<file path="src/core/cad_pkg.sv">
/*
 * Constants shared by the compute and integer ALU instruction decoder.
 * Assumes 32-bit instruction words, bit 0 the least significant.
 */
package cad_pkg;
    // ****************************************************************
    // Common word fields
    // ****************************************************************
    localparam int LINE_END_BIT = 31;
    localparam int COND_EXEC_BIT = 30;
    localparam int CLASS_BIT = 29;
    localparam int UNIT_SEL_BIT = 28;
    localparam int KIND_HI = 27;
    localparam int KIND_LO = 26;
    localparam int TYPE_HI = 24;
    localparam int TYPE_LO = 21;
    localparam int DST_HI = 20;
    localparam int DST_LO = 16;
    localparam int SRC1_HI = 12;
    localparam int SRC1_LO = 8;
    localparam int OPC_HI = 7;
    localparam int OPC_LO = 3;
    localparam int OPT_HI = 4;
    localparam int OPT_LO = 0;
    // ****************************************************************
    // Integer unit fields
    // ****************************************************************
    localparam logic [1:0] KIND_REGULAR = 2'h3;
    localparam logic [1:0] KIND_MOVE = 2'h2;
    localparam int IOP_HI = 25;
    localparam int IOP_LO = 21;
    localparam int IMM_SEL_BIT = 13;
    localparam int SRC2_HI = 5;
    localparam int SRC2_LO = 1;
    localparam int LQ_BIT = 14;
    localparam int IMM_EXT_W = 24;
    // ****************************************************************
    // Multiplier type codes
    // ****************************************************************
    localparam logic [3:0] MT_ACC_ONLY = 4'h D;
    localparam logic [3:0] MT_READOUT = 4'h E;
    localparam logic [3:0] MT_FLOAT = 4'h F;
    localparam logic [3:0] MT_QUAD_XFER = 4'h C;
    localparam logic [4:0] ACC_SUB_MAX = 5'h10;
    localparam logic [4:0] ACC_SUB_GAP_LO = 5'h0B;
    localparam logic [4:0] ACC_SUB_GAP_HI = 5'h0D;
    localparam logic [4:0] READOUT_MAX = 5'h08;
    // ****************************************************************
    // Shifter type codes and magnitude widths
    // ****************************************************************
    localparam logic [3:0] ST_BITOP = 4'hB;
    localparam logic [3:0] ST_DUAL_LO = 4'h4;
    localparam logic [3:0] ST_DUAL_HI = 4'h6;
    localparam logic [3:0] ST_SB_LO = 4'h8;
    localparam logic [3:0] ST_SB_HI = 4'hA;
    localparam logic [3:0] ST_MISC = 4'hC;
    localparam int MAG_BYTE_W = 5;
    localparam int MAG_SHORT_W = 6;
    localparam int MAG_WORD_W = 7;
    localparam int MAG_LONG_W = 8;

    typedef enum logic [1:0] {CAD_SGN_SS, CAD_SGN_SU, CAD_SGN_UU, CAD_SGN_BAD} cad_sign_e;
    typedef enum logic [1:0] {CAD_ACC_ALL, CAD_ACC_UPPER, CAD_ACC_LOWER, CAD_ACC_BAD} cad_acc_e;
    typedef enum logic [1:0] {CAD_BIT_CLR, CAD_BIT_SET, CAD_BIT_TGL, CAD_BIT_TST} cad_bitop_e;
    typedef enum logic [1:0] {CAD_SZ_WORD, CAD_SZ_LONG, CAD_SZ_QUAD} cad_size_e;
endpackage

</file>
<file path="src/core/cad_decoder.sv">
/*
 * Decoder for multiplier, shifter and integer ALU instruction words.
 * Assumes one word offered per cycle with a valid strobe and a separate
 * flag telling whether the same line holds an immediate extension for
 * the same integer unit. Outputs are registered, one cycle of latency.
 */
`timescale 1ns/100ps
`default_nettype none
module cad_decoder #(
    parameter int WORD_W = 32
) (
    input wire logic CLOCK,
    input wire logic RST,
    input wire logic INSTR_VALID,
    input wire logic [WORD_W-1:0] INSTR_WORD,
    input wire logic IS_MULT,
    input wire logic IS_SHIFT,
    input wire logic IMM_EXT_VALID,
    input wire logic [cad_pkg::IMM_EXT_W-1:0] IMM_EXT_VALUE,
    output logic DEC_VALID,
    output logic ILLEGAL,
    output logic LINE_END,
    output logic COND_EXEC,
    output logic INT_OP,
    output logic INT_REGULAR,
    output logic INT_UNIT_SEL,
    output logic [4:0] INT_OPCODE,
    output logic [4:0] INT_RESULT_REG,
    output logic [4:0] INT_SRC1_REG,
    output logic [4:0] INT_SRC2_REG,
    output logic INT_SRC2_IMM,
    output logic [31:0] INT_IMM,
    output logic [1:0] MOVE_SIZE,
    output logic [1:0] MUL_SIGN,
    output logic MUL_INTEGER,
    output logic MUL_UNSIGNED,
    output logic MUL_SATURATE,
    output logic MUL_TRUNCATE,
    output logic MUL_ACC_CLEAR,
    output logic MUL_ACC_ROUND_SET,
    output logic [1:0] MUL_ACC_SEL,
    output logic [4:0] MUL_SUBOP,
    output logic MUL_SUBOP_ACC,
    output logic MUL_SUBOP_READ,
    output logic MUL_FLOAT,
    output logic MUL_OVF_QUAD,
    output logic [3:0] SHF_MAG_BITS,
    output logic [6:0] SHF_IMM,
    output logic SHF_LONG,
    output logic SHF_SHORT,
    output logic SHF_SIGN_EXT,
    output logic SHF_ZERO_FILL,
    output logic SHF_BIT_DUAL,
    output logic SHF_BIT_IMM,
    output logic [1:0] SHF_BIT_OP
);
    // ****************************************************************
    // Field slicing
    // ****************************************************************
    logic [3:0] typ;
    logic [4:0] opt;
    logic [4:0] dst;
    logic [4:0] src1;
    logic [4:0] src2;
    assign typ = INSTR_WORD[cad_pkg::TYPE_HI:cad_pkg::TYPE_LO];
    assign opt = INSTR_WORD[cad_pkg::OPT_HI:cad_pkg::OPT_LO];
    assign dst = INSTR_WORD[cad_pkg::DST_HI:cad_pkg::DST_LO];
    assign src1 = INSTR_WORD[cad_pkg::SRC1_HI:cad_pkg::SRC1_LO];
    assign src2 = INSTR_WORD[cad_pkg::SRC2_HI:cad_pkg::SRC2_LO];

    logic is_int_d;
    logic [1:0] kind;
    assign is_int_d = !INSTR_WORD[cad_pkg::CLASS_BIT];
    assign kind = INSTR_WORD[cad_pkg::KIND_HI:cad_pkg::KIND_LO];

    // ****************************************************************
    // Multiplier decode
    // ****************************************************************
    logic [1:0] sign_d;
    logic sign_y;
    // Second operand sign bit moves per form; U-only forms never set it
    assign sign_y = (typ == 4'h0) ? opt[2] : ((typ == 4'h1) ? opt[0] : 1'b0);
    logic [1:0] acc_d;
    logic mul_bad_d;
    logic opt_trunc;
    logic opt_integer;
    always_comb begin
        sign_d = cad_pkg::CAD_SGN_SS;
        unique case ({opt[4], sign_y})
            2'h0: sign_d = cad_pkg::CAD_SGN_SS;
            2'h2: sign_d = cad_pkg::CAD_SGN_UU;
            2'h1: sign_d = cad_pkg::CAD_SGN_SU;
            default: sign_d = cad_pkg::CAD_SGN_BAD;
        endcase
        acc_d = cad_pkg::CAD_ACC_ALL;
        unique case (opt[1:0])
            2'h0: acc_d = cad_pkg::CAD_ACC_ALL;
            2'h1: acc_d = cad_pkg::CAD_ACC_UPPER;
            2'h2: acc_d = cad_pkg::CAD_ACC_LOWER;
            default: acc_d = cad_pkg::CAD_ACC_BAD;
        endcase
        // Types 0110 and 0111 have no multiplier form
        mul_bad_d = (typ == 4'h6) || (typ == 4'h7);
        if (sign_d == cad_pkg::CAD_SGN_BAD) begin
            mul_bad_d = 1'b1;
        end
        if (typ == cad_pkg::MT_QUAD_XFER && acc_d == cad_pkg::CAD_ACC_BAD) begin
            mul_bad_d = 1'b1;
        end
        if (typ == cad_pkg::MT_ACC_ONLY && (dst > cad_pkg::ACC_SUB_MAX
                || (dst >= cad_pkg::ACC_SUB_GAP_LO && dst <= cad_pkg::ACC_SUB_GAP_HI))) begin
            mul_bad_d = 1'b1;
        end
        if (typ == cad_pkg::MT_READOUT && src1 > cad_pkg::READOUT_MAX) begin
            mul_bad_d = 1'b1;
        end
    end
    assign opt_integer = opt[3];
    // Truncation is meaningless for integer results, so it is masked here
    assign opt_trunc = opt[1] && !opt_integer;

    // ****************************************************************
    // Shifter decode
    // ****************************************************************
    logic shf_long_d;
    logic shf_short_d;
    logic shf_bad_d;
    logic [3:0] mag_d;
    logic [6:0] imm_d;
    always_comb begin
        shf_long_d = 1'b0;
        shf_short_d = 1'b0;
        if (typ >= cad_pkg::ST_DUAL_LO && typ <= cad_pkg::ST_DUAL_HI) begin
            shf_long_d = INSTR_WORD[0];
        end
        if (typ >= cad_pkg::ST_SB_LO && typ <= cad_pkg::ST_SB_HI) begin
            shf_short_d = INSTR_WORD[0];
        end
        // Magnitude width follows element size
        if (typ >= cad_pkg::ST_SB_LO && typ <= cad_pkg::ST_SB_HI) begin
            mag_d = shf_short_d ? 4'(cad_pkg::MAG_SHORT_W) : 4'(cad_pkg::MAG_BYTE_W);
        end else if (shf_long_d) begin
            mag_d = 4'(cad_pkg::MAG_LONG_W);
        end else begin
            mag_d = 4'(cad_pkg::MAG_WORD_W);
        end
        imm_d = {2'h0, src2};
        if (typ < cad_pkg::ST_DUAL_LO || typ == cad_pkg::ST_BITOP) begin
            imm_d = {1'b0, opt[0], src2};
        end else if (typ <= cad_pkg::ST_DUAL_HI) begin
            imm_d = {opt[1:0], src2};
        end
        shf_bad_d = (typ == 4'h3) || (typ == 4'h7) || (typ > cad_pkg::ST_MISC);
    end

    // ****************************************************************
    // Integer ALU decode
    // ****************************************************************
    logic [31:0] int_imm_d;
    logic [1:0] move_size_d;
    always_comb begin
        if (IMM_EXT_VALID) begin
            int_imm_d = {IMM_EXT_VALUE, INSTR_WORD[7:0]};
        end else begin
            int_imm_d = {{24{INSTR_WORD[7]}}, INSTR_WORD[7:0]};
        end
        if (!INSTR_WORD[cad_pkg::LQ_BIT]) begin
            move_size_d = cad_pkg::CAD_SZ_WORD;
        end else if (INSTR_WORD[0]) begin
            move_size_d = cad_pkg::CAD_SZ_QUAD;
        end else begin
            move_size_d = cad_pkg::CAD_SZ_LONG;
        end
    end

    // ****************************************************************
    // Registered outputs: common
    // ****************************************************************
    always_ff @(posedge CLOCK) begin
        if (RST) begin
            DEC_VALID <= 1'b0;
            ILLEGAL <= 1'b0;
            LINE_END <= 1'b0;
            COND_EXEC <= 1'b0;
        end else begin
            DEC_VALID <= INSTR_VALID;
            LINE_END <= INSTR_VALID && INSTR_WORD[cad_pkg::LINE_END_BIT];
            COND_EXEC <= INSTR_VALID && INSTR_WORD[cad_pkg::COND_EXEC_BIT];
            ILLEGAL <= INSTR_VALID && !is_int_d
                && ((IS_MULT && mul_bad_d) || (IS_SHIFT && shf_bad_d));
        end
    end

    // ****************************************************************
    // Registered outputs: integer unit
    // ****************************************************************
    always_ff @(posedge CLOCK) begin
        if (RST) begin
            INT_OP <= 1'b0;
            INT_REGULAR <= 1'b0;
            INT_UNIT_SEL <= 1'b0;
            INT_OPCODE <= 5'h0;
            INT_RESULT_REG <= 5'h0;
            INT_SRC1_REG <= 5'h0;
            INT_SRC2_REG <= 5'h0;
            INT_SRC2_IMM <= 1'b0;
            INT_IMM <= 32'h0000_0000;
            MOVE_SIZE <= 2'h0;
        end else begin
            INT_OP <= INSTR_VALID && is_int_d;
            INT_REGULAR <= INSTR_VALID && is_int_d && kind == cad_pkg::KIND_REGULAR;
            INT_UNIT_SEL <= INSTR_WORD[cad_pkg::UNIT_SEL_BIT];
            INT_OPCODE <= INSTR_WORD[cad_pkg::IOP_HI:cad_pkg::IOP_LO];
            INT_RESULT_REG <= dst;
            INT_SRC1_REG <= src1;
            INT_SRC2_IMM <= INSTR_WORD[cad_pkg::IMM_SEL_BIT];
            INT_SRC2_REG <= INSTR_WORD[cad_pkg::IMM_SEL_BIT] ? 5'h0 : src2;
            INT_IMM <= INSTR_WORD[cad_pkg::IMM_SEL_BIT] ? int_imm_d : 32'h0000_0000;
            MOVE_SIZE <= (kind == cad_pkg::KIND_MOVE) ? move_size_d : 2'h0;
        end
    end

    // ****************************************************************
    // Registered outputs: multiplier
    // ****************************************************************
    always_ff @(posedge CLOCK) begin
        if (RST) begin
            MUL_SIGN <= 2'h0;
            MUL_INTEGER <= 1'b0;
            MUL_UNSIGNED <= 1'b0;
            MUL_SATURATE <= 1'b0;
            MUL_TRUNCATE <= 1'b0;
            MUL_ACC_CLEAR <= 1'b0;
            MUL_ACC_ROUND_SET <= 1'b0;
            MUL_ACC_SEL <= 2'h0;
            MUL_SUBOP <= 5'h0;
            MUL_SUBOP_ACC <= 1'b0;
            MUL_SUBOP_READ <= 1'b0;
            MUL_FLOAT <= 1'b0;
            MUL_OVF_QUAD <= 1'b0;
        end else begin
            MUL_SIGN <= sign_d;
            MUL_INTEGER <= opt_integer;
            MUL_UNSIGNED <= opt[4];
            MUL_SATURATE <= opt[0];
            MUL_TRUNCATE <= opt_trunc;
            MUL_ACC_CLEAR <= opt[2];
            // Round preset only with clear; R alone is not a listed combination
            MUL_ACC_ROUND_SET <= opt[2] && opt[1];
            MUL_ACC_SEL <= acc_d;
            MUL_SUBOP <= (typ == cad_pkg::MT_READOUT) ? src1 : dst;
            MUL_SUBOP_ACC <= typ == cad_pkg::MT_ACC_ONLY;
            MUL_SUBOP_READ <= typ == cad_pkg::MT_READOUT;
            MUL_FLOAT <= typ == cad_pkg::MT_FLOAT;
            // Quad 16-bit forms split the overflow register into four 8-bit fields
            MUL_OVF_QUAD <= typ == 4'h3 || typ[3:1] == 3'h4 || typ == 4'hA || typ == 4'hB;
        end
    end

    // ****************************************************************
    // Registered outputs: shifter
    // ****************************************************************
    always_ff @(posedge CLOCK) begin
        if (RST) begin
            SHF_MAG_BITS <= 4'h0;
            SHF_IMM <= 7'h00;
            SHF_LONG <= 1'b0;
            SHF_SHORT <= 1'b0;
            SHF_SIGN_EXT <= 1'b0;
            SHF_ZERO_FILL <= 1'b0;
            SHF_BIT_DUAL <= 1'b0;
            SHF_BIT_IMM <= 1'b0;
            SHF_BIT_OP <= 2'h0;
        end else begin
            SHF_MAG_BITS <= mag_d;
            SHF_IMM <= imm_d;
            SHF_LONG <= shf_long_d;
            SHF_SHORT <= shf_short_d;
            SHF_SIGN_EXT <= opt[0];
            SHF_ZERO_FILL <= opt[1];
            SHF_BIT_DUAL <= typ == cad_pkg::ST_BITOP && opt[1];
            SHF_BIT_IMM <= typ == cad_pkg::ST_BITOP && opt[2];
            SHF_BIT_OP <= opt[4:3];
        end
    end

    // ****************************************************************
    // Checks
    // ****************************************************************
    property p_sign;
        @(posedge CLOCK) disable iff (RST)
        (typ == 4'h0 && opt[4] && !opt[2]) |=> (MUL_SIGN == cad_pkg::CAD_SGN_UU);
    endproperty
    a_sign: assert property (p_sign) else $error("sign decode wrong");
    property p_trunc;
        @(posedge CLOCK) disable iff (RST)
        MUL_TRUNCATE |-> MUL_INTEGER == 1'b0;
    endproperty
    a_trunc: assert property (p_trunc) else $error("truncate with integer");
    property p_round;
        @(posedge CLOCK) disable iff (RST)
        MUL_ACC_ROUND_SET |-> MUL_ACC_CLEAR;
    endproperty
    a_round: assert property (p_round) else $error("round preset without clear");
    property p_mag;
        @(posedge CLOCK) disable iff (RST)
        SHF_LONG |-> SHF_MAG_BITS == 4'h8;
    endproperty
    a_mag: assert property (p_mag) else $error("long magnitude width");
    property p_int;
        @(posedge CLOCK) disable iff (RST)
        (INSTR_VALID && INSTR_WORD[29]) |=> !INT_OP;
    endproperty
    a_int: assert property (p_int) else $error("bit 29 set yet integer");
    property p_unit;
        @(posedge CLOCK) disable iff (RST)
        INSTR_VALID |=> INT_UNIT_SEL == $past(INSTR_WORD[28]);
    endproperty
    a_unit: assert property (p_unit) else $error("unit select");
    property p_imm;
        @(posedge CLOCK) disable iff (RST)
        (INSTR_WORD[13] && !IMM_EXT_VALID) |=> INT_IMM[31:8] == {24{INT_IMM[7]}};
    endproperty
    a_imm: assert property (p_imm) else $error("immediate extension");
    property p_end;
        @(posedge CLOCK) disable iff (RST)
        (INSTR_VALID && INSTR_WORD[31]) |=> LINE_END && DEC_VALID;
    endproperty
    a_end: assert property (p_end) else $error("line end lost");
    property p_cond;
        @(posedge CLOCK) disable iff (RST)
        COND_EXEC |-> DEC_VALID;
    endproperty
    a_cond: assert property (p_cond) else $error("cond without valid");
    c_float: cover property (@(posedge CLOCK) MUL_FLOAT && DEC_VALID);
    c_illegal: cover property (@(posedge CLOCK) ILLEGAL);
    c_quad: cover property (@(posedge CLOCK) MOVE_SIZE == cad_pkg::CAD_SZ_QUAD);
endmodule
`default_nettype wire

</file>
<file path="config.mk">
export PLATFORM = sky130hd
export DESIGN_NAME = cad_decoder
export DESIGN_NICKNAME = d
export VERILOG_FILES = /design/src/core/cad_pkg.sv /design/src/core/cad_decoder.sv
export SDC_FILE = /design/constraint.sdc
export NUM_CORES = 1
export LEC_CHECK = 0
export ABC_CLOCK_PERIOD_IN_PS = 1400
export BUFFER_PORTS_ARGS = -buffer_cell sky130_fd_sc_hd__buf_2
export CELL_PAD_IN_SITES_DETAIL_PLACEMENT = 0
export CELL_PAD_IN_SITES_GLOBAL_PLACEMENT = 1
export CORE_MARGIN = 2
export CORE_UTILIZATION = 31
export CTS_CLUSTER_SIZE = 40
export DETAILED_ROUTE_END_ITERATION = 8
export GPL_ROUTABILITY_DRIVEN = 0
export HOLD_SLACK_MARGIN = 0.05
export PLACE_DENSITY_LB_ADDON = 0.12
export SYNTH_ARGS = -nofsm -noshare
export SYNTH_HDL_FRONTEND = slang
export SYNTH_SLANG_ARGS = --single-unit
</file>
<file path="constraint.sdc">
create_clock -name CLOCK -period 1.4 [get_ports CLOCK]
set_input_delay 0.07 -clock CLOCK [delete_from_list [all_inputs] [get_ports CLOCK]]
set_output_delay 0.07 -clock CLOCK [all_outputs]
set_load 0.02 [all_outputs]
</file>
# Yosys cells after proc, flatten, opt, wreduce, memory -nomap -nowiden
# Index checks and enable logic that the tools add are counted.
dict set report op_classes {
  n_eq_ne 19
  bitwise 4
  n_lt_le_gt_ge 10
  reduce_logical 36
  muxes 18
}
# op count
set op_table {}
lappend op_table {{$mux W32} 1}
lappend op_table {{$eq A4 B4 Y1 const B} 6}
lappend op_table {{$logic_and A1 B1 Y1} 18}
lappend op_table {{$eq A2 B2 Y1 const B} 6}
lappend op_table {{$mux W6} 2}
lappend op_table {{$pmux W2 S3} 2}
lappend op_table {{$logic_or A1 B1 Y1} 9}
lappend op_table {{$eq A4 B3 Y1 const B} 2}
lappend op_table {{$mux W1} 8}
lappend op_table {{$mux W4} 2}
lappend op_table {{$reduce_or A3 Y1} 2}
lappend op_table {{$ge A5 B4 Y1 const B} 1}
lappend op_table {{$gt A5 B4 Y1 const B} 1}
lappend op_table {{$gt A5 B5 Y1 const B} 1}
lappend op_table {{$le A5 B4 Y1 const B} 1}
lappend op_table {{$mux W5} 1}
lappend op_table {{$eq A2 B1 Y1 const B} 2}
lappend op_table {{$eq A4 B1 Y1 const B} 1}
lappend op_table {{$eq A4 B2 Y1 const B} 1}
lappend op_table {{$ge A4 B3 Y1 const B} 1}
lappend op_table {{$ge A4 B4 Y1 const B} 1}
lappend op_table {{$gt A4 B4 Y1 const B} 1}
lappend op_table {{$le A4 B3 Y1 const B} 1}
lappend op_table {{$le A4 B4 Y1 const B} 1}
lappend op_table {{other kinds (8)} 15}
dict set report word_totals {
  output_inout_bits 100
  wordCells 123
  input_bits 62
  reg_bits 99
}

# Longest topological paths before layout
dict set report depth {
  depth_word 13
  depth_mapped 5
  ltp_nobuf 4
}

# Worst setup path before layout
# OpenSTA, ideal clock, no wires.
dict set report synth_timing {
  kind {input -> register}
  start {input INSTR_WORD[21]}
  end {register ILLEGAL}
  path_buffers 1
  path_slack_ns 0.208
  arrival_time_ns 1.103
  cell_stages 5
  t_required_ns 1.312
  setup_time_ns 0.088
  path_cell_list {buf_4 -> mux2i_1 -> or4_1 -> a2bb2oi_1 -> a311oi_2}
}
dict set report synth_via {
  elab_chain_len 13
  word_cells_on_any_way 30
  cone_classes {1 x order compare; 10 x eq/ne; 7 x mux; 12 x reduce/logical}
}
# item line_no
set synth_rtl {}
lappend synth_rtl {{start, declared} cad_decoder.sv:15} ;# input wire logic [WORD_W-1:0] INSTR_WORD,
lappend synth_rtl {{$eq A4 B1 Y1} cad_decoder.sv:82} ;# assign sign_y = (typ == 4'h0) ? opt[2] : ((typ == 4'h1) ? opt[0] : 1'b0);
lappend synth_rtl {{$mux W1 (2 in a row)} cad_decoder.sv:82}
lappend synth_rtl {{$eq A2 B1 Y1, or another cell as far along} cad_decoder.sv:89} ;# unique case ({opt[4], sign_y})
lappend synth_rtl {{$pmux W2 S3} cad_decoder.sv:89}
lappend synth_rtl {{$eq A2 B2 Y1} cad_decoder.sv:104} ;# if (sign_d == cad_pkg::CAD_SGN_BAD) begin
lappend synth_rtl {{$mux W1} cad_decoder.sv:104}
lappend synth_rtl {{$mux W1} cad_decoder.sv:107} ;# if (typ == cad_pkg::MT_QUAD_XFER && acc_d == cad_pkg::CAD_ACC_BAD) begin
lappend synth_rtl {{$mux W1} cad_decoder.sv:110} ;# if (typ == cad_pkg::MT_ACC_ONLY && (dst > cad_pkg::ACC_SUB_MAX
lappend synth_rtl {{$mux W1} cad_decoder.sv:114} ;# if (typ == cad_pkg::MT_READOUT && src1 > cad_pkg::READOUT_MAX) begin
lappend synth_rtl {{$logic_and A1 B1 Y1} cad_decoder.sv:190} ;# && ((IS_MULT && mul_bad_d) || (IS_SHIFT && shf_bad_d));
lappend synth_rtl {{$logic_or A1 B1 Y1 (*)} cad_decoder.sv:190}
lappend synth_rtl {{$logic_and A1 B1 Y1 (*)} cad_decoder.sv:190}
lappend synth_rtl {{end signal, assigned} cad_decoder.sv:189} ;# ILLEGAL <= INSTR_VALID && !is_int_d
lappend synth_rtl {{end, declared} cad_decoder.sv:21} ;# output logic ILLEGAL,
# Every way passes the cells marked *; elsewhere a longest branch is shown, timed or not.
# A chain may end at the register's enable or synchronous reset.

# Worst setup path in the final report
dict set report layout_timing {
  start {input INSTR_WORD[23]}
  end {register ILLEGAL}
}
# Same word-level chain as after synthesis.

==> results.toml <==
[status]
outcome = "completed"

[setup_path]
crit_cells = 5
cp.arrival_ps = 1660
crit_path_start_kind = "input port"
criticalPathCategory = "input port to register"
slowest_stage = "dlygate4sd3_1"
critPathBufInv = 2
crit_required_ps = 1670
end_kind = "register"
cp_max_fo = 5
cp-endpoint = "ILLEGAL$_SDFF_PP0_"
critPathLaunch = "INSTR_WORD[23]"
slowest_delay_ps = 530
cp_top_family = "buffers and inverters"
path_cells = "dlygate4sd3_1 > buf_2 > or4_4 > a2bb2oi_1 > a311oi_2"

[global_routing]
antenna_found_initial = 0
grt_overflow = 0
grt_pass1_vias = 2491
globalRouteMet1Util = 0.179
grt-busiest-layer = "met2"
grt_pass1_wl_um = 11800
use_met3 = 0.0481
use_met2 = 0.252
track_usage = 0.151
grt_max_degree = 25

[cells_and_area]
most-common-layout-cells = "buf_2, dfxtp_1, dlygate4sd3_1"
mostFrequentLayoutCell = "buf_2"
syn2layout_area_growth_pct = 60.6
fin_util = 0.506
drive_above_1_share = 0.384
post-route-cell-area_um2 = 4590
nets = 557
diodes = 0
fillers = 854

[power_and_ir_drop]
p_leak_nw = 2.31
switchingPower_mw = 1.35
pwr-share-clk = 0.334
p_int_mw = 3.99
pwr-share-comb = 0.144
power_density_nw_per_um2 = 1160
power_mw = 5.34
switching_share = 0.252
seqPwrFrac = 0.522
peakVddDrop_mv = 0.512

[clock_network]
clk_path_buf_depth = 2
cts_tree = "yes"
cts_setup_buffers = 0
clk_pin_slew_ps = 90
htreeDepth = 3
cts_root_buffer = "clkbuf_8"
cts_buffers = 9
clock-sinks = 93

[yosys]
synth_cell_types = 31
synth_area_per_cell_um2 = 10.4
synth_seq_area_share = 0.652
netlist_area_um2 = 2860
ys_seq_elements = 93
syn-num-nets = 337
netlist_instances = 275
yosysWarningCount = 0

[detailed_routing]
vias = 2571
totalWireLength_um = 7630
wl_per_cell_um = 12.5
first_iter_violations = 40
drc_errors = 0
ant_nets = 0
drtPass1Iterations = 4
viasPerCell = 4.21

[timing]
tns_ps = 0
slew_viol_final = 0
fin_crit_sh = 0.990
clock.fmax_mhz = 721
slew_headroom = 0.696
setup_viol = 0
rsz0062_at_grt = "false"
hold_violations = 0
tightest_slew_ps = 455
period_needed_ps = 1390
whs_ps = 63.5

[floorplan]
rows = 35
die_x_um = 100
io_pins = 162
core_um2 = 9060
start_util = 0.315
die_y_um = 100
die_area_um2 = 9990

[min_path]
hp-class = "input port to register"

[run]
cap_violations = 0

[place]
placed_cell_area_um2 = 3760
io_buffer_count = 160
place_hpwl_um = 5320
## synthesized netlist by cell type
| library cell | n | area [µm²] |
|---|---|---|
| buf_4 | 8 | 60.1 |
| buf_2 | 4 | 20.0 |
| nor4_1 | 1 | 6.26 |
| inv_1 | 5 | 18.8 |
| o21a_1 | 1 | 7.51 |
| o22ai_1 | 2 | 12.5 |
| and3_1 | 5 | 31.3 |
| dfxtp_1 | 93 | 1860 |
| and2_1 | 11 | 68.8 |
| nand2_1 | 30 | 113 |
| xor2_1 | 1 | 8.76 |
| nor2b_1 | 26 | 163 |
| o221ai_1 | 1 | 8.76 |
| nand4b_1 | 1 | 8.76 |
| a21oi_1 | 28 | 140 |
| mux2i_1 | 4 | 40.0 |
| a41o_1 | 1 | 10.0 |
| nor4b_1 | 1 | 8.76 |
| buf_1 | 2 | 7.51 |
| a311oi_2 | 1 | 15.0 |
| or4_1 | 1 | 7.51 |
| nor3_1 | 6 | 30.0 |
| mux2_2 | 2 | 22.5 |
| clkbuf_1 | 12 | 45.0 |
| a21boi_0 | 1 | 7.51 |
| a31oi_1 | 2 | 12.5 |
| nor2_1 | 16 | 60.1 |
| nor3b_1 | 2 | 15.0 |
| o21ai_1 | 1 | 5.00 |
| a2bb2oi_1 | 1 | 8.76 |
| nand2b_1 | 5 | 31.3 |
## cell type report
class / instances / area [µm²] / area share
sequential: 93 / 1860 / 0.406
timing repair buffer: 235 / 1520 / 0.331
multi-input combinational: 151 / 846 / 0.184
clock buffer: 11 / 141 / 0.0308
tap: 111 / 139 / 0.0303
clock inverter: 5 / 60.1 / 0.0131
inverter: 5 / 18.8 / 0.00409
## worst min path at each step
stage / startpoint / to / slack (ps) / depth (start not counted)
floorplan: INSTR_WORD[13] / INT_SRC2_REG[2]$_SDFF_PP0_ / 140 / 1
global placement: INSTR_WORD[3] / MUL_TRUNCATE$_SDFF_PP0_ / 250 / 2
detailed placement: INSTR_WORD[3] / MUL_TRUNCATE$_SDFF_PP0_ / 250 / 2
CTS: RST / INT_OPCODE[2]$_SDFF_PP0_ / 60 / 2
global route: INSTR_WORD[24] / MUL_SIGN[0]$_SDFF_PP0_ / 60 / 3
finish: RST / INT_OPCODE[2]$_SDFF_PP0_ / 60 / 2
## registers in the layout, indices dropped and copies added, names as in the netlist, 2 cells and up
signal          count
MOVE_SIZE           2
INT_SRC1_REG        5
SHF_MAG_BITS        4
INT_IMM            32
INT_SRC2_REG        5
INT_OPCODE          5
MUL_SIGN            2
INT_RESULT_REG      5
MUL_SUBOP           5
SHF_IMM             7
MUL_ACC_SEL         2
## power by group through the flow
| stage | clock network (mW) | logic [mW] | registers (mW) |
|---|---|---|---|
| after global placement | 0 | 0.641 | 2.85 |
| after floorplan | 0 | 0.217 | 3.01 |
| final | 1.78 | 0.767 | 2.79 |
| after global routing | 1.98 | 0.832 | 2.80 |
| after detailed placement | 0 | 0.640 | 2.85 |
| after CTS | 1.86 | 0.773 | 2.79 |
## logic make-up (layout without fill, tap and decap cells)
kind of cell | after synthesis | after routing | share of synthesized area
compound gates | 39 | 39 | 0.0798
xor+xnor | 1 | 1 | 0.00307
buf+inv | 31 | 256 | 0.0530
flops | 93 | 93 | 0.652
mux | 6 | 6 | 0.0219
simple gates | 105 | 105 | 0.190
## layer usage
layer | routed length [µm] | vias to the layer above
met5 | 0 | -
met4 | 128 | 0
met3 | 615 | 10
met2 | 3470 | 104
met1 | 3410 | 1133
li1 | - | 1324
## through the flow
stage,setup slack [ps],instances
after floorplan,208,275
after global placement,152,533
after detailed placement,140,533
after CTS,21.9,611
after global routing,8.02,611
final,13.4,611
## timing repair
item / CTS / global route
resized for setup: 0 / 1
setup endpoints to repair: 0 / 1
endpoints found under the hold margin: 66 / 0
hold buffers: 62 / 0
Note: power is estimated with default switching activity, not from simulation.
